==> src/hw/mcu8_exec_params.svh <==
// Opcode patterns, field positions and reset values for the execute unit
`ifndef MCU8_EXEC_PARAMS_SVH
`define MCU8_EXEC_PARAMS_SVH

// Full one-byte opcodes
`define OP_ACC_DEC        8'h07
`define OP_ACC_INC        8'h17
`define OP_EXT_IRQ_DIS    8'h15
`define OP_TMR_IRQ_DIS    8'h35
`define OP_EXT_IRQ_EN     8'h05
`define OP_TMR_IRQ_EN     8'h25
`define OP_TEST_CLK_OUT   8'h75
`define OP_BUS_READ       8'h08
`define OP_CARRY_SET_BR   8'hF6
`define OP_CARRY_CLR_BR   8'hE6
`define OP_FLAG_A_BR      8'hB6
`define OP_FLAG_B_BR      8'h76
`define OP_IRQ_LOW_BR     8'h86
`define OP_PAGE_IND_BR    8'hB3

// Opcodes with a field in the low bits (upper bits compared)
`define OP_REG_DEC_HI     5'h19
`define OP_REG_INC_HI     5'h03
`define OP_CNT_DOWN_HI    5'h1D
`define OP_MEM_INC_HI     7'h08
`define OP_PORT_IN_HI     6'h02

// Opcodes with a field in the high bits (low bits compared)
`define OP_ACC_BIT_LO     5'h12
`define OP_DIRECT_LO      5'h04

// Port selections of the port input opcode
`define PORT_SEL_ONE      2'h1
`define PORT_SEL_TWO      2'h2

// Reset values
`define PC_RESET          12'h000
`define ACC_RESET         8'h00
`define WREG_RESET        8'h00
`define READ_IDLE         1'b1

`endif

==> src/hw/mcu8_exec_pkg.sv <==
// Types shared by the execute unit
package mcu8_exec_pkg;

    // Machine cycle within an instruction, Gray coded
    typedef enum logic [1:0] {
        CYCLE_ONE = 2'b00,
        CYCLE_TWO = 2'b01
    } cycle_t;

    typedef logic [7:0]  byte_t;
    typedef logic [11:0] addr_t;

endpackage : mcu8_exec_pkg

==> src/hw/pin_sync.sv <==
// Two-stage synchroniser for a group of pin inputs
`timescale 1ns/1ns
module pin_sync #(
    parameter int          WIDTH      = 8,
    parameter logic [31:0] RESET_BITS = 32'h0000_0000
) (
    input  wire logic             clk,
    input  wire logic             reset_n,
    input  wire logic [WIDTH-1:0] pins,
    output logic      [WIDTH-1:0] synced
);

    logic [WIDTH-1:0] meta_reg;

    // First stage feeds only the second stage
    always_ff @(posedge clk or negedge reset_n) begin
        if (!reset_n) begin
            meta_reg <= RESET_BITS[WIDTH-1:0];
            synced   <= RESET_BITS[WIDTH-1:0];
        end else begin
            meta_reg <= pins;
            synced   <= meta_reg;
        end
    end

endmodule : pin_sync

==> src/hw/mcu8_exec.sv <==
// Execute unit: inc/dec, count-down branch, irq enables, port input, branches
`timescale 1ns/1ns
`include "mcu8_exec_params.svh"
module mcu8_exec #(
    parameter int DMEM_AW = 6
) (
    input  wire logic                 clk,
    input  wire logic                 reset_n,
    output mcu8_exec_pkg::addr_t      prog_addr,
    input  wire mcu8_exec_pkg::byte_t prog_data,
    input  wire logic                 carry_flag,
    input  wire logic                 user_flag_a,
    input  wire logic                 user_flag_b,
    input  wire logic                 memory_bank_choose,
    input  wire logic                 timer_overflow,
    input  wire logic                 timer_flag_clear,
    input  wire logic                 irq_taken,
    input  wire mcu8_exec_pkg::byte_t port1_pins,
    input  wire mcu8_exec_pkg::byte_t port2_pins,
    input  wire mcu8_exec_pkg::byte_t bus_pins,
    input  wire logic                 irq_pin_n,
    output logic                      read_strobe_n,
    output logic                      test_pin_zero_out,
    output logic                      test_pin_zero_oe,
    output mcu8_exec_pkg::byte_t      acc_out,
    output logic                      timer_flag,
    output logic                      ext_irq_enabled,
    output logic                      timer_irq_enabled,
    output logic                      timer_irq_pending,
    output logic                      irq_request
);
    import mcu8_exec_pkg::*;

    cycle_t       state_reg;
    addr_t        pc_reg;
    byte_t        op_reg;
    byte_t        acc_reg;
    byte_t        wreg [8];
    byte_t        dmem [2**DMEM_AW];
    logic         clk_out_en_reg;
    logic         clk_toggle_reg;
    byte_t        port1_sync;
    byte_t        port2_sync;
    byte_t        bus_sync;
    logic [0:0]   irq_sync;
    logic         in_one;
    logic         in_two;
    byte_t        cur_op;
    addr_t        pc_inc;
    logic         two_cycle;
    logic         is_cond;
    logic         cond_true;
    logic [2:0]   ridx;

    // Pin inputs pass two flip-flops before use
    pin_sync #(.WIDTH(8)) sync_p1 (
        .clk     (clk),
        .reset_n (reset_n),
        .pins    (port1_pins),
        .synced  (port1_sync)
    );
    pin_sync #(.WIDTH(8)) sync_p2 (
        .clk     (clk),
        .reset_n (reset_n),
        .pins    (port2_pins),
        .synced  (port2_sync)
    );
    pin_sync #(.WIDTH(8)) sync_bus (
        .clk     (clk),
        .reset_n (reset_n),
        .pins    (bus_pins),
        .synced  (bus_sync)
    );
    pin_sync #(.WIDTH(1), .RESET_BITS(32'h0000_0001)) sync_irq (
        .clk     (clk),
        .reset_n (reset_n),
        .pins    (irq_pin_n),
        .synced  (irq_sync)
    );

    // Opcode in view: fresh byte in cycle one, latched byte in cycle two
    assign in_one = (state_reg == CYCLE_ONE);
    assign in_two = (state_reg == CYCLE_TWO);
    assign cur_op = in_one ? prog_data : op_reg;
    assign ridx   = cur_op[2:0];
    assign pc_inc = {pc_reg[11], pc_reg[10:0] + 11'h001};

    // Page-indirect branch fetches its target from the current page
    assign prog_addr = (in_two && op_reg == `OP_PAGE_IND_BR)
                     ? {pc_reg[11:8], acc_reg} : pc_reg;

    // Which opcodes take a second machine cycle
    always_comb begin
        two_cycle = 1'b0;
        if (cur_op[7:3] == `OP_CNT_DOWN_HI || cur_op[4:0] == `OP_ACC_BIT_LO ||
            cur_op[4:0] == `OP_DIRECT_LO   || cur_op == `OP_PAGE_IND_BR ||
            cur_op == `OP_CARRY_SET_BR     || cur_op == `OP_CARRY_CLR_BR ||
            cur_op == `OP_FLAG_A_BR        || cur_op == `OP_FLAG_B_BR ||
            cur_op == `OP_IRQ_LOW_BR       || cur_op == `OP_BUS_READ ||
            (cur_op[7:2] == `OP_PORT_IN_HI &&
             (cur_op[1:0] == `PORT_SEL_ONE || cur_op[1:0] == `PORT_SEL_TWO))) begin
            two_cycle = 1'b1;
        end
    end

    // Branch condition of the latched conditional branch
    always_comb begin
        is_cond   = 1'b1;
        cond_true = 1'b0;
        if (op_reg[7:3] == `OP_CNT_DOWN_HI) begin
            cond_true = (wreg[op_reg[2:0]] != 8'h00);
        end else if (op_reg[4:0] == `OP_ACC_BIT_LO) begin
            cond_true = acc_reg[op_reg[7:5]];
        end else begin
            case (op_reg)
                `OP_CARRY_SET_BR: cond_true = carry_flag;
                `OP_CARRY_CLR_BR: cond_true = !carry_flag;
                `OP_FLAG_A_BR:    cond_true = user_flag_a;
                `OP_FLAG_B_BR:    cond_true = user_flag_b;
                `OP_IRQ_LOW_BR:   cond_true = !irq_sync[0];
                default:          is_cond   = 1'b0;
            endcase
        end
    end

    // Machine cycle sequencing
    always_ff @(posedge clk or negedge reset_n) begin
        if (!reset_n) begin
            state_reg <= CYCLE_ONE;
            op_reg    <= 8'h00;
        end else begin
            case (state_reg)
                CYCLE_ONE: begin
                    if (two_cycle) begin
                        state_reg <= CYCLE_TWO;
                        op_reg    <= prog_data;
                    end
                end
                CYCLE_TWO: state_reg <= CYCLE_ONE;
                default:   state_reg <= CYCLE_ONE;
            endcase
        end
    end

    // Program counter
    always_ff @(posedge clk or negedge reset_n) begin
        if (!reset_n) begin
            pc_reg <= `PC_RESET;
        end else if (in_one) begin
            pc_reg <= pc_inc;
        end else if (op_reg[4:0] == `OP_DIRECT_LO) begin
            pc_reg <= {memory_bank_choose, op_reg[7:5], prog_data};
        end else if (op_reg == `OP_PAGE_IND_BR) begin
            pc_reg <= {pc_reg[11:8], prog_data};
        end else if (is_cond && cond_true) begin
            // Page taken after the first byte, so a page-end start lands one page on
            pc_reg <= {pc_reg[11:8], prog_data};
        end else if (is_cond) begin
            pc_reg <= pc_inc;
        end
    end

    // Accumulator; carry is never written here
    always_ff @(posedge clk or negedge reset_n) begin
        if (!reset_n) begin
            acc_reg <= `ACC_RESET;
        end else if (in_one && prog_data == `OP_ACC_DEC) begin
            acc_reg <= acc_reg - 8'h01;
        end else if (in_one && prog_data == `OP_ACC_INC) begin
            acc_reg <= acc_reg + 8'h01;
        end else if (in_two && op_reg == `OP_BUS_READ) begin
            acc_reg <= bus_sync;
        end else if (in_two && op_reg[7:2] == `OP_PORT_IN_HI) begin
            // Bus read shares the upper opcode bits, so it is decoded first
            acc_reg <= op_reg[1] ? port2_sync : port1_sync;
        end
    end
    assign acc_out = acc_reg;

    // Read strobe low through the second cycle of a bus read
    always_ff @(posedge clk or negedge reset_n) begin
        if (!reset_n) begin
            read_strobe_n <= `READ_IDLE;
        end else begin
            read_strobe_n <= !(in_one && prog_data == `OP_BUS_READ);
        end
    end

    // Working registers
    generate
        for (genvar i = 0; i < 8; i++) begin : g_wreg
            always_ff @(posedge clk or negedge reset_n) begin
                if (!reset_n) begin
                    wreg[i] <= `WREG_RESET;
                end else if (in_one && ridx == 3'(i)) begin
                    if (prog_data[7:3] == `OP_REG_DEC_HI ||
                        prog_data[7:3] == `OP_CNT_DOWN_HI) begin
                        wreg[i] <= wreg[i] - 8'h01;
                    end else if (prog_data[7:3] == `OP_REG_INC_HI) begin
                        wreg[i] <= wreg[i] + 8'h01;
                    end
                end
            end
        end
    endgenerate

    // Internal data memory, incremented through pointer register 0 or 1
    always_ff @(posedge clk) begin
        if (reset_n && in_one && prog_data[7:1] == `OP_MEM_INC_HI) begin
            dmem[wreg[prog_data[0]][DMEM_AW-1:0]] <=
                dmem[wreg[prog_data[0]][DMEM_AW-1:0]] + 8'h01;
        end
    end

    // Interrupt enables
    always_ff @(posedge clk or negedge reset_n) begin
        if (!reset_n) begin
            ext_irq_enabled   <= 1'b0;
            timer_irq_enabled <= 1'b0;
        end else if (in_one) begin
            if (prog_data == `OP_EXT_IRQ_EN) begin
                ext_irq_enabled <= 1'b1;
            end else if (prog_data == `OP_EXT_IRQ_DIS) begin
                ext_irq_enabled <= 1'b0;
            end else if (prog_data == `OP_TMR_IRQ_EN) begin
                timer_irq_enabled <= 1'b1;
            end else if (prog_data == `OP_TMR_IRQ_DIS) begin
                timer_irq_enabled <= 1'b0;
            end
        end
    end

    // Timer flag always set by overflow; the set wins over a clear
    always_ff @(posedge clk or negedge reset_n) begin
        if (!reset_n) begin
            timer_flag <= 1'b0;
        end else if (timer_overflow) begin
            timer_flag <= 1'b1;
        end else if (timer_flag_clear) begin
            timer_flag <= 1'b0;
        end
    end

    // Pending timer request; disable clears it, otherwise set wins over taken
    always_ff @(posedge clk or negedge reset_n) begin
        if (!reset_n) begin
            timer_irq_pending <= 1'b0;
        end else if (in_one && prog_data == `OP_TMR_IRQ_DIS) begin
            timer_irq_pending <= 1'b0;
        end else if (timer_overflow && timer_irq_enabled) begin
            timer_irq_pending <= 1'b1;
        end else if (irq_taken) begin
            timer_irq_pending <= 1'b0;
        end
    end

    // Service request to the sequencer
    assign irq_request = (ext_irq_enabled && !irq_sync[0]) ||
                         (timer_irq_enabled && timer_irq_pending);

    // Test pin clock output, held off until enabled, cleared only by reset
    always_ff @(posedge clk or negedge reset_n) begin
        if (!reset_n) begin
            clk_out_en_reg <= 1'b0;
            clk_toggle_reg <= 1'b0;
        end else begin
            if (in_one && prog_data == `OP_TEST_CLK_OUT) begin
                clk_out_en_reg <= 1'b1;
            end
            clk_toggle_reg <= clk_out_en_reg && !clk_toggle_reg;
        end
    end
    assign test_pin_zero_oe  = clk_out_en_reg;
    assign test_pin_zero_out = clk_toggle_reg;
endmodule : mcu8_exec

==> config.mk <==
export PLATFORM = sky130hd
export DESIGN_NAME = mcu8_exec
export DESIGN_NICKNAME = d
export VERILOG_FILES = /design/src/hw/mcu8_exec_pkg.sv /design/src/hw/pin_sync.sv /design/src/hw/mcu8_exec.sv
export VERILOG_INCLUDE_DIRS = /design/src /design/src/hw
export SDC_FILE = /design/constraint.sdc
export NUM_CORES = 1
export LEC_CHECK = 0
export BUFFER_PORTS_ARGS = -buffer_cell sky130_fd_sc_hd__buf_2
export CAP_MARGIN = 10
export CORE_MARGIN = 2
export CORE_UTILIZATION = 63
export CTS_BUF_LIST = sky130_fd_sc_hd__clkbuf_4
export DETAILED_ROUTE_END_ITERATION = 10
export GPL_TIMING_DRIVEN = 0
export MAX_ROUTING_LAYER = met4
export PLACE_DENSITY = 0.83
export SYNTH_ARGS = -nofsm -noshare
export SYNTH_HDL_FRONTEND = slang
export SYNTH_SLANG_ARGS = --single-unit
export TNS_END_PERCENT = 10
==> constraint.sdc <==
create_clock -name clk -period 4.15 [get_ports clk]
set_clock_uncertainty 0.2 [all_clocks]
set_input_delay 0.6225 -clock clk [delete_from_list [all_inputs] [get_ports clk]]
set_output_delay 0.6225 -clock clk [all_outputs]
set_load 0.01 [all_outputs]
# Word-level counts from Yosys, hierarchy flattened
# Index checks and enable logic that the tools add are counted.
[word_totals] out_inout_bits=28 ff_bits=151 inputBits=42
[op_classes] muxes=51 n_reduce_logical=64 n_addsub=19 bitwise_logic=4 n_eq_ne=46 n_lt_le_gt_ge=2
[ops] operator="2-to-1 mux 8 bit" count=25
[ops] operator="equality test 8 bit, second input constant" count=10
[ops] operator="adder 8 x 1 -> 8 bit, second input constant" count=9
[ops] operator="subtractor 8 x 1 -> 8 bit, second input constant" count=9
[ops] operator="2-to-1 mux 11 bit" count=4
[ops] operator="equality test 5 bit, second input constant" count=6
[ops] operator="binary-select mux 8 bit (select 3 bit)" count=1
[ops] operator="equality test 8 x 4 -> 1 bit, second input constant" count=3
[ops] operator="equality test 8 x 7 -> 1 bit, second input constant" count=3
[ops] operator="logical AND 1 bit" count=22
[ops] operator="AND reduction 2 bit" count=11
[ops] operator="equality test 8 x 3 -> 1 bit, second input constant" count=2
[ops] operator="equality test 8 x 5 -> 1 bit, second input constant" count=2
[ops] operator="equality test 8 x 6 -> 1 bit, second input constant" count=2
[ops] operator="2-to-1 mux 1 bit" count=16
[ops] operator="logical OR 1 bit" count=13
[ops] operator="equality test 3 bit, second input constant" count=4
[ops] operator="equality test 6 x 2 -> 1 bit, second input constant" count=2
[ops] operator="2-to-1 mux 12 bit" count=1
[ops] operator="adder 11 x 1 -> 11 bit, second input constant" count=1
[ops] operator="equality test 5 x 3 -> 1 bit, second input constant" count=2
[ops] operator="nonzero test 2 bit" count=4
[ops] operator="nonzero test 8 bit" count=1
[ops] operator="equality test 3 x 2 -> 1 bit, second input constant" count=2
[ops] operator="other kinds (23)" count=31

# Logic depth before layout (Yosys ltp)
# Gate-level depths: netlist (run 1).
[logic_depth] ltp_word=16 mapped_depth=13 ltp_nobuf=11

# Cells and area by module
# Synthesis (run 1) repeated with hierarchy kept, for this count alone.
[unflattened] hier_cells=836 area_unflattened_um2=8564.5
[by_module_without_submodules] module="mcu8_exec" instances=1 seq_area_each_um2=2503.7 cells_per_inst=786 area_per_inst_um2=7310.8
[by_module_without_submodules] module="pin_sync at sync_bus ..." instances=3 seq_area_each_um2=400.4 cells_per_inst=16 area_per_inst_um2=400.4
[by_module_without_submodules] module="pin_sync at sync_irq" instances=1 seq_area_each_um2=52.6 cells_per_inst=2 area_per_inst_um2=52.6

# Worst setup path before layout (run 1)
# Ideal clock, no wire load.
[synth_path] path_type="in2reg" startpoint="input prog_data[6]" endpoint="register wreg[47] (netlist name)" n_path_buf=2 path_slack_ns=-0.278 stages=12 setup_time_ns=0.133 required_ns=3.817 t_arrival_ns=4.095 cell_sequence="clkbuf_1 nand3_1 clkbuf_1 inv_1 ha_1 a21o_1 a21oi_1 o21bai_1 a2111oi_0 o21ai_0 nor3b_1 xor2_1"
[synth_between] elab_chain_len=4 word_cells_on_any_way=7 cone_classes="eq/ne (3); mux (1); reduce/logical (3)"
[synth_lines] item="start: declaration" line="mcu8_exec.sv:10" text="input wire mcu8_exec_pkg::byte_t prog_data,"
[synth_lines] item="equality test 5 bit (no line)"
[synth_lines] item="logical OR 1 bit (no line)"
[synth_lines] item="nonzero test 2 bit (no line)"
[synth_lines] item="AND reduction 2 bit (no line)"
[synth_lines] item="end signal: indexed assignment" line="mcu8_exec.sv:194" text="wreg[i] <= `WREG_RESET;"
[synth_lines] item="end signal: indexed assignment" line="mcu8_exec.sv:198" text="wreg[i] <= wreg[i] - 8'h01;"
[synth_lines] item="end signal: indexed assignment" line="mcu8_exec.sv:200" text="wreg[i] <= wreg[i] + 8'h01;"
[synth_lines] item="end: declaration" line="mcu8_exec.sv:38" text="byte_t wreg [8];"
# Parallel ways exist; a longest one is shown, timed or not.
# A chain may end at the register's enable or synchronous reset.

# Final worst setup path (run 1)
[layout_path] startpoint="input prog_data[3]" endpoint="register wreg[55] (netlist name)"
# Same word-level chain as after synthesis.

==> impl_metrics.py, run 1 <==
metrics = {
    "run_status": {
        "status": "finished clean",
    },
    "final_layout": {
        "fill_cells": 900,
        "fin_nets": 1049,
        "final_layout_size_suffix_gt1_share_pct": 19.9,
        "area_growth_pct": 15.1,
        "largest_reg_flops": 64,
        "postLayoutCellArea_sq_um": 9930,
        "finish.utilization_pct": 74.7,
    },
    "power_and_ir_drop": {
        "ir_worst_vdd_mv": 0.233,
        "p_total_mw": 4.84,
        "leakagePower_nw": 4.62,
        "pwr_density_cell_nw_per_um2": 488,
    },
    "worst_hold_path": {
        "hold_path_end": "pc_reg[11]",
        "hold_path_class": "in2reg",
        "worst_hold_startpoint": "memory_bank_choose",
        "whs_path_depth": 3,
    },
    "synth": {
        "synthTopCellsByArea": "dfrtp_1 43%, ha_1 8.0%, nand2_1 4.1%",
        "yosysMostFrequentCell": "dfrtp_1",
        "syn_inst": 827,
        "synth_top_area_cell": "dfrtp_1",
        "ys_types": 72,
        "ys.flop_type": "dfrtp_1",
        "synth_nets": 932,
        "synth_common_cells": "147 x dfrtp_1, 94 x nand2_1, 69 x o21ai_0, 55 x ha_1, 47 x a21oi_1",
        "yosysWarnings": 0,
        "synth_area_per_cell_sq_um": 10.4,
        "async_reset_ff_share_pct": 100,
        "synth_edf_count": 0,
        "seq_area_frac_synth_pct": 43.5,
        "yosysTopAreaCellShare_pct": 42.6,
        "synth_area_sq_um": 8630,
        "ys_ff_latch": 150,
    },
    "routing": {
        "wire_per_inst_um": 17.0,
        "first_iter_violations": 522,
        "drc": 0,
        "dr.pass1.iters": 5,
        "vias": 6662,
        "vias_per_cell": 5.88,
        "wl_mm": 19.3,
        "antenna_left": 0,
    },
    "global_route": {
        "grt_pass1_wl_mm": 32.2,
        "grt-ovfl-total": 0,
        "antenna_found_initial": 1,
        "first_global_vias": 6725,
        "grt.total_usage_pct": 28.8,
        "grt_max_degree": 88,
    },
    "critical_path": {
        "cp_data_required_time_ns": 4.46,
        "end_kind": "flop",
        "worstReg2RegStart": "op_reg[0]",
        "crit_arrival_ns": 4.15,
        "crit_type": "in2reg",
        "start_kind": "input pin",
        "r2r_slack_ns": 0.45,
        "path_max_fanout": 37,
        "r2r_end": "op_reg[6]",
        "reg2regPathDepth": 11,
    },
    "timing": {
        "relSlewSlack_pct": 50.8,
        "worst_pin_slew_ns": 0.738,
        "finalHoldViolCount": 0,
        "rsz0062_at_grt": "false",
        "fin_tns_setup_ns": 0,
        "fin_crit_sh_pct": 92.5,
        "setup_violations": 0,
        "maxSlewViolCount": 0,
        "period_minus_slack_ns": 3.84,
        "fmax_ghz": 0.261,
        "worst_slack_ns": 0.313,
    },
    "clock_network": {
        "cts_root_buf": "clkbuf_4",
        "numCtsBuffers": 17,
        "cts_sinks": 150,
        "clock_latency_ns": 0.59,
        "cts_tree": "built",
        "post_cts_buffers": 0,
        "ctsLongestPathBuffers": 2,
        "clk_pin_slew_ns": 0.14,
        "cts_htree_levels": 4,
    },
    "floorplan": {
        "core.rowCount": 42,
        "core_sq_um": 13300,
        "io_pins": 70,
        "start_util_pct": 64.9,
        "fp.dieW_um": 121,
        "fp.dieArea_sq_um": 14600,
        "die_h_um": 121,
    },
    "place": {
        "detailed_place.area_sq_um": 9370,
        "dpl.hpwl_mm": 13.4,
        "gp_congestion": 0.933,
        "place.port_buffers": 69,
        "dp_slack_ns": -0.512,
    },
    "job": {
        "cap_violations": 0,
    },
}
## what timing repair did
item,in CTS,in global routing
endpoints found under the setup margin,0,6
endpoints found under the hold margin,86,0
gates resized for setup,0,0
hold buffers,27,0
## worst max-delay path by stage
| stage | start | end | slack, ns | cells past startpoint |
|---|---|---|---|---|
| final | prog_data[3] | wreg[55] | 0.31 | 14 |
| after global routing | prog_data[3] | wreg[55] | 0.06 | 14 |
| after CTS | prog_data[6] | wreg[55] | 0.10 | 14 |
| after detailed placement | prog_data[6] | wreg[55] | -0.51 | 14 |
| after global placement | prog_data[6] | wreg[55] | -1.12 | 13 |
| after floorplan | prog_data[6] | wreg[23] | -0.01 | 12 |
## per-layer routing
layer	wire length, um	track usage (%)	vias up	part of all wire (%)
li1	-	-	3213	-
met4	412	10.0	0	2.1
met5	0	-	-	0
met2	9510	47.9	185	49
met1	8530	35.6	3235	44
met3	862	5.26	29	4.5
## worst max-delay path, cell delays in order
cell and delay, ns:
buf_2 0.18, nor2b_1 0.23, nand3_2 0.29, clkbuf_2 0.35, clkinvlp_4 0.32, buf_12 0.30
ha_4 0.24, a21o_1 0.17, a21oi_1 0.23, o21bai_1 0.12, a2111oi_1 0.55, nor3_1 0.10
nor3b_1 0.25, xor2_1 0.19
## kinds of logic after synthesis
group | count (synthesis) | synth area share, %
compound gates | 209 | 16.8
simple gates | 231 | 13.7
flops | 150 | 43.5
fa+ha+maj | 63 | 9.83
mux | 52 | 6.76
xor+xnor | 63 | 6.40
buf+inv | 59 | 3.05
## area by class of cell
| type | instances | area (sq um) | share of cell area, % |
|---|---|---|---|
| clock inverter | 14 | 155 | 1.56 |
| timing repair inverter | 1 | 5.00 | 0.0504 |
| inverter | 24 | 93.8 | 0.945 |
| timing repair buffer | 98 | 669 | 6.74 |
| tap | 176 | 220 | 2.22 |
| clock buffer | 17 | 128 | 1.29 |
| sequential | 150 | 3760 | 37.8 |
| buffer | 34 | 170 | 1.71 |
| multi-input combinational | 618 | 4730 | 47.6 |
| antenna | 1 | 2.50 | 0.0252 |
## stage by stage
stage,std cells,hold WS [ns]
after floorplan,827,0.127
after global placement,1072,0.132
after detailed placement,1074,0.135
after CTS,1132,0.0120
after global routing,1133,0.0206
final,1133,0.0420
## power by group
part | leakage [nW] | switching [mW] | internal (mW) | total [mW]
clock network | 0.154 | 0.611 | 0.324 | 0.936
logic | 2.60 | 0.924 | 0.875 | 1.80
registers | 1.87 | 0.376 | 1.73 | 2.11
total | 4.62 | 1.91 | 2.93 | 4.84
## cells in the final DEF (no fill, tap or decap), types with 3 or more instances in the layout
cell and n:
or2_2 4, nand4_1 5, xnor2_1 39, a21o_1 19, nor2b_1 4, o21ai_0 69
a21oi_1 47, o2bb2a_4 6, nor3_1 15, and2_1 5, inv_6 5, fa_1 8
buf_2 71, nor3b_1 13, mux2i_1 20, dfstp_2 3, dlygate4sd3_1 27, dfrtp_1 147
o21bai_1 17, clkbuf_1 19, inv_8 5, clkbuf_4 17, nand3_1 18, ha_4 8
ha_1 47, nor4_1 12, mux2_2 30, a21boi_2 6, a211oi_1 6, and3_1 10
or3_1 7, buf_4 8, a2111oi_1 7, xor2_1 24, inv_1 22, nand2_1 94
nor2_1 25, o211ai_1 6
No activity file was read; power rests on OpenSTA's default activity.
==> run 2: changes to the inputs <==
==> constraint.sdc (replaced) <==
create_clock -name clk -period 4.15 [get_ports clk]
set_clock_uncertainty 0.2 [all_clocks]
set_input_delay 0.83 -clock clk [delete_from_list [all_inputs] [get_ports clk]]
set_output_delay 0.83 -clock clk [all_outputs]
set_load 0.01 [all_outputs]
==> impl_metrics.py, run 2 (synthesis results as in run 1) <==
metrics = {
    "power_and_ir_drop": {
        "ir_worst_vdd_mv": 0.198,
        "seq_power_share_pct": 43.3,
        "leakagePower_nw": 4.54,
        "p_sw_share_pct": 38.8,
        "p_comb_share_pct": 37.0,
        "intPower_mw": 2.97,
        "netSwitchingPower_mw": 1.88,
        "pwr_density_cell_nw_per_um2": 497,
        "p_clk_share_pct": 19.7,
        "p_total_mw": 4.85,
    },
    "floorplan": {
        "core.rowCount": 42,
        "fp.dieW_um": 121,
        "start_util_pct": 64.9,
        "fp.dieArea_sq_um": 14600,
        "core_sq_um": 13300,
        "io_pins": 70,
        "die_h_um": 121,
    },
    "timing": {
        "relSlewSlack_pct": 52.1,
        "fmax_ghz": 0.261,
        "maxSlewViolCount": 0,
        "setup_violations": 0,
        "fin_crit_sh_pct": 92.3,
        "period_minus_slack_ns": 3.83,
        "rsz0062_at_grt": "false",
        "worst_pin_slew_ns": 0.718,
        "finalHoldViolCount": 0,
        "fin_tns_setup_ns": 0,
        "worst_slack_ns": 0.320,
    },
    "final_layout": {
        "finalNonFillerCells": 1108,
        "area_growth_pct": 13.2,
        "fill_cells": 939,
        "regArea_sq_um": 3760,
        "layout_common_cells": "147 x dfrtp_1, 94 x nand2_1, 71 x buf_2, 69 x o21ai_0, 47 x ha_1",
        "insertedDiodeCount": 0,
        "final_common_cell": "dfrtp_1",
        "multiInputGateArea_sq_um": 4800,
        "largest_reg_flops": 64,
        "fin_nets": 1024,
        "final_layout_size_suffix_gt1_share_pct": 22.0,
    },
    "critical_path": {
        "crit_arrival_ns": 4.16,
        "start_kind": "input pin",
        "end_kind": "flop",
        "cp_data_required_time_ns": 4.48,
        "path_max_fanout": 28,
        "crit_type": "in2reg",
    },
    "routing": {
        "drc": 0,
        "vias": 6732,
        "dr.pass1.iters": 5,
        "wl_mm": 19.4,
        "wire_per_inst_um": 17.5,
        "antenna_left": 0,
        "first_iter_violations": 550,
        "vias_per_cell": 6.08,
    },
    "clock_network": {
        "cts_htree_levels": 4,
        "cts_sinks": 150,
        "ctsResizeCount": 0,
        "cts_root_buf": "clkbuf_4",
        "numCtsBuffers": 17,
        "clock_latency_ns": 0.60,
        "clk_pin_slew_ns": 0.14,
        "cts_tree": "built",
        "ctsLongestPathBuffers": 2,
        "post_cts_buffers": 0,
    },
    "place": {
        "dp_slack_ns": -0.552,
        "dpl.hpwl_mm": 14.1,
        "gp_congestion": 0.957,
        "place.port_buffers": 69,
        "dp_cells": 1074,
    },
    "global_route": {
        "grt_use_met2_pct": 48.3,
        "antenna_found_initial": 0,
        "grt_pass1_wl_mm": 32.5,
        "grt_max_degree": 95,
        "busiest_layer": "met2",
        "grt.total_usage_pct": 29.1,
        "grt.met1_usage_pct": 35.4,
        "first_global_vias": 6890,
        "use_met3_pct": 5.45,
        "grt-ovfl-total": 0,
    },
    "worst_hold_path": {
        "hold_path_class": "in2reg",
    },
    "run_status": {
        "status": "finished clean",
    },
    "job": {
        "cap_violations": 0,
    },
}
run 2: repair_timing:
item,4_1_cts,5_1_grt
setup endpoints to repair,0,3
hold buffers,1,0
hold endpoints to repair,56,0
run 2: layer usage:
metal / part of all wire (%) / wire (um) / vias to the layer above
met5: 0 / 0 / -
li1: - / - / 3165
met4: 2.9 / 566 / 0
met1: 41 / 8050 / 3299
met3: 5.4 / 1040 / 53
met2: 50 / 9760 / 215
run 2: metrics by stage:
stage                     hold slack [ns]  area [sq um]  util (%)
after CTS                          0.0939          9760      73.4
final                               0.119          9760      73.4
after global placement              0.132          9400      70.7
after detailed placement            0.135          9460      71.1
after floorplan                     0.131          8840         -
after global routing               0.0901          9760      73.4
run 2: critical path, stage by stage:
cell	delay, ns
buf_2	0.12
clkbuf_2	0.21
nand3_4	0.23
clkbuf_8	0.23
clkinvlp_4	0.44
buf_12	0.36
ha_4	0.25
a21o_1	0.19
a21oi_2	0.18
o21bai_1	0.11
a2111oi_2	0.45
nor3_1	0.10
nor3b_1	0.26
xor2_1	0.18
run 2: worst paths after layout:
path                                     start                end  slack [ns]  cells after the start
min                                  irq_pin_n  sync_irq.meta_reg        0.12                      1
max in group asynchronous              reset_n           wreg[35]        2.36                      3
max reg2reg                          op_reg[0]          op_reg[4]        0.45                     11
max                               prog_data[6]           wreg[47]        0.32                     14
min reg2reg                sync_p2.meta_reg[6]  sync_p2.synced[6]        0.16                      0
min in group asynchronous              reset_n    ext_irq_enabled        0.54                      2
run 2: final cells by class:
cell class,count,share of cell area [%]
buffer,35,1.88
clock buffer,17,1.31
clock inverter,15,1.70
inverter,24,0.961
multi-input combinational,618,49.2
sequential,150,38.5
tap,176,2.26
timing repair buffer,72,4.19
timing repair inverter,1,0.0513
run 2: power groups by stage:
stage | Clock [mW] | Sequential, mW | Combinational [mW]
after floorplan | 0 | 2.04 | 1.31
after global placement | 0 | 2.09 | 1.69
after detailed placement | 0 | 2.12 | 1.79
after CTS | 0.966 | 2.09 | 1.79
after global routing | 1.04 | 2.14 | 1.99
final | 0.956 | 2.10 | 1.80
==> run 3: changes to the inputs <==
--- a/config.mk
+++ b/config.mk
@@ -8,7 +8,6 @@
 export LEC_CHECK = 0
 export BUFFER_PORTS_ARGS = -buffer_cell sky130_fd_sc_hd__buf_2
 export CAP_MARGIN = 10
-export CORE_MARGIN = 2
 export CORE_UTILIZATION = 63
 export CTS_BUF_LIST = sky130_fd_sc_hd__clkbuf_4
 export DETAILED_ROUTE_END_ITERATION = 10
==> impl_metrics.py, run 3 (synthesis results as in run 1) <==
metrics = {
    "critical_path": {
        "crit_type": "reg2reg",
        "r2r_slack_ns": 0.34,
        "cp_data_required_time_ns": 4.42,
        "path_max_fanout": 10,
        "start_kind": "flop",
        "end_kind": "flop",
        "crit_arrival_ns": 4.08,
    },
    "worst_hold_path": {
        "hold_path_class": "in2async",
    },
    "power_and_ir_drop": {
        "ir_worst_vdd_mv": 0.268,
        "p_total_mw": 4.86,
        "p_comb_share_pct": 37.1,
        "pwr_density_cell_nw_per_um2": 498,
        "intPower_mw": 3.02,
        "p_sw_share_pct": 37.9,
        "seq_power_share_pct": 43.2,
        "netSwitchingPower_mw": 1.84,
        "p_clk_share_pct": 19.7,
        "leakagePower_nw": 4.54,
    },
    "final_layout": {
        "finalNonFillerCells": 1106,
        "layout_common_cells": "147 x dfrtp_1, 94 x nand2_1, 71 x buf_2, 69 x o21ai_0, 47 x ha_1",
        "fin_nets": 1023,
        "fill_cells": 948,
        "final_common_cell": "dfrtp_1",
        "finish.utilization_pct": 73.4,
        "area_growth_pct": 13.0,
        "largest_reg_flops": 64,
        "final_layout_size_suffix_gt1_share_pct": 22.1,
    },
    "clock_network": {
        "clock_latency_ns": 0.58,
        "post_cts_buffers": 0,
        "cts_root_buf": "clkbuf_4",
        "cts_sinks": 150,
        "cts_htree_levels": 4,
        "clk_pin_slew_ns": 0.13,
        "ctsResizeCount": 0,
        "ctsLongestPathBuffers": 2,
        "cts_tree": "built",
        "numCtsBuffers": 17,
        "cts_hold_buf": 0,
    },
    "global_route": {
        "grt-ovfl-total": 0,
        "first_global_vias": 6889,
        "antenna_found_initial": 1,
        "grt.total_usage_pct": 30.1,
        "grt_max_degree": 87,
        "grt_pass1_wl_mm": 32.4,
    },
    "routing": {
        "vias_per_cell": 6.01,
        "dr.pass1.iters": 7,
        "antenna_left": 0,
        "wire_per_inst_um": 17.5,
        "first_iter_violations": 471,
        "wl_mm": 19.4,
        "drc": 0,
        "vias": 6644,
    },
    "timing": {
        "rsz0062_at_grt": "false",
        "worst_pin_slew_ns": 0.822,
        "fmax_ghz": 0.263,
        "setup_violations": 0,
        "fin_crit_sh_pct": 91.7,
        "maxSlewViolCount": 0,
        "relSlewSlack_pct": 45.2,
        "worst_slack_ns": 0.342,
        "finalHoldViolCount": 0,
        "period_minus_slack_ns": 3.81,
    },
    "job": {
        "cap_violations": 0,
    },
    "floorplan": {
        "fp.dieArea_sq_um": 14200,
        "core_sq_um": 13300,
        "fp.dieW_um": 119,
        "io_pins": 70,
        "core.rowCount": 42,
        "start_util_pct": 64.9,
        "die_h_um": 119,
    },
    "run_status": {
        "status": "finished clean",
    },
    "place": {
        "gp_congestion": 0.896,
        "dp_cells": 1074,
        "place.port_buffers": 69,
        "dpl.hpwl_mm": 14.0,
        "dp_slack_ns": -0.490,
    },
}
==> run 3: power groups by stage <==
stage	clock [mW]	combinational (mW)	sequential, mW
global placement	0	1.70	2.10
global route	1.03	1.99	2.14
detailed placement	0	1.80	2.12
CTS	0.969	1.80	2.09
finish	0.955	1.80	2.10
floorplan	0	1.31	2.04
==> run 3: worst paths after layout <==
kind	from	end	depth (start not counted)
max in group asynchronous	reset_n	read_strobe_n	2
max reg2reg	op_reg[0]	op_reg[3]	11
min in group clk	irq_pin_n	sync_irq.meta_reg	1
min reg2reg	sync_p1.meta_reg[2]	sync_p1.synced[2]	0
min	reset_n	sync_bus.synced[4]	1
max	op_reg[0]	op_reg[3]	11
==> run 3: worst max-delay path: stages (launching register included) <==
cell       delay (ns)
dfrtp_1          0.45
buf_2            0.27
buf_1            0.66
a21oi_1          0.25
ha_1             0.33
a41o_1           0.22
a2bb2oi_1        0.17
nor2_1           0.05
o21bai_1         0.16
a21o_1           0.15
clkbuf_1         0.40
mux2_2           0.39
==> run 3: metal layers <==
layer | vias to the layer above | part of all wire, % | wire length [um] | global-route usage, %
met5 | - | 0 | 0 | -
met4 | 0 | 2.9 | 553 | 12.6
met2 | 187 | 51 | 9790 | 49.7
met3 | 42 | 4.6 | 881 | 6.75
li1 | 3152 | - | - | -
met1 | 3263 | 42 | 8140 | 35.6
==> run 3: final cells by class <==
class	instances	area [sq um]	area share, %
Antenna cell	1	2.50	0.0257
Buffer	35	184	1.89
Clock buffer	18	135	1.39
Clock inverter	12	155	1.59
Inverter	24	93.8	0.962
Multi-Input combinational cell	618	4800	49.2
Sequential cell	150	3760	38.5
Tap cell	176	220	2.26
Timing Repair Buffer	71	399	4.09
Timing Repair inverter	1	5.00	0.0513
==> run 3: metrics by stage <==
step / hold WS, ns / area (sq um) / TNS (ns)
final: 0.0162 / 9750 / 0
after floorplan: 0.131 / 8840 / -0.198
after detailed placement: 0.135 / 9460 / -3.22
after global placement: 0.132 / 9400 / -16.10
after CTS: 0.0165 / 9750 / 0
after global routing: 0.0111 / 9750 / 0
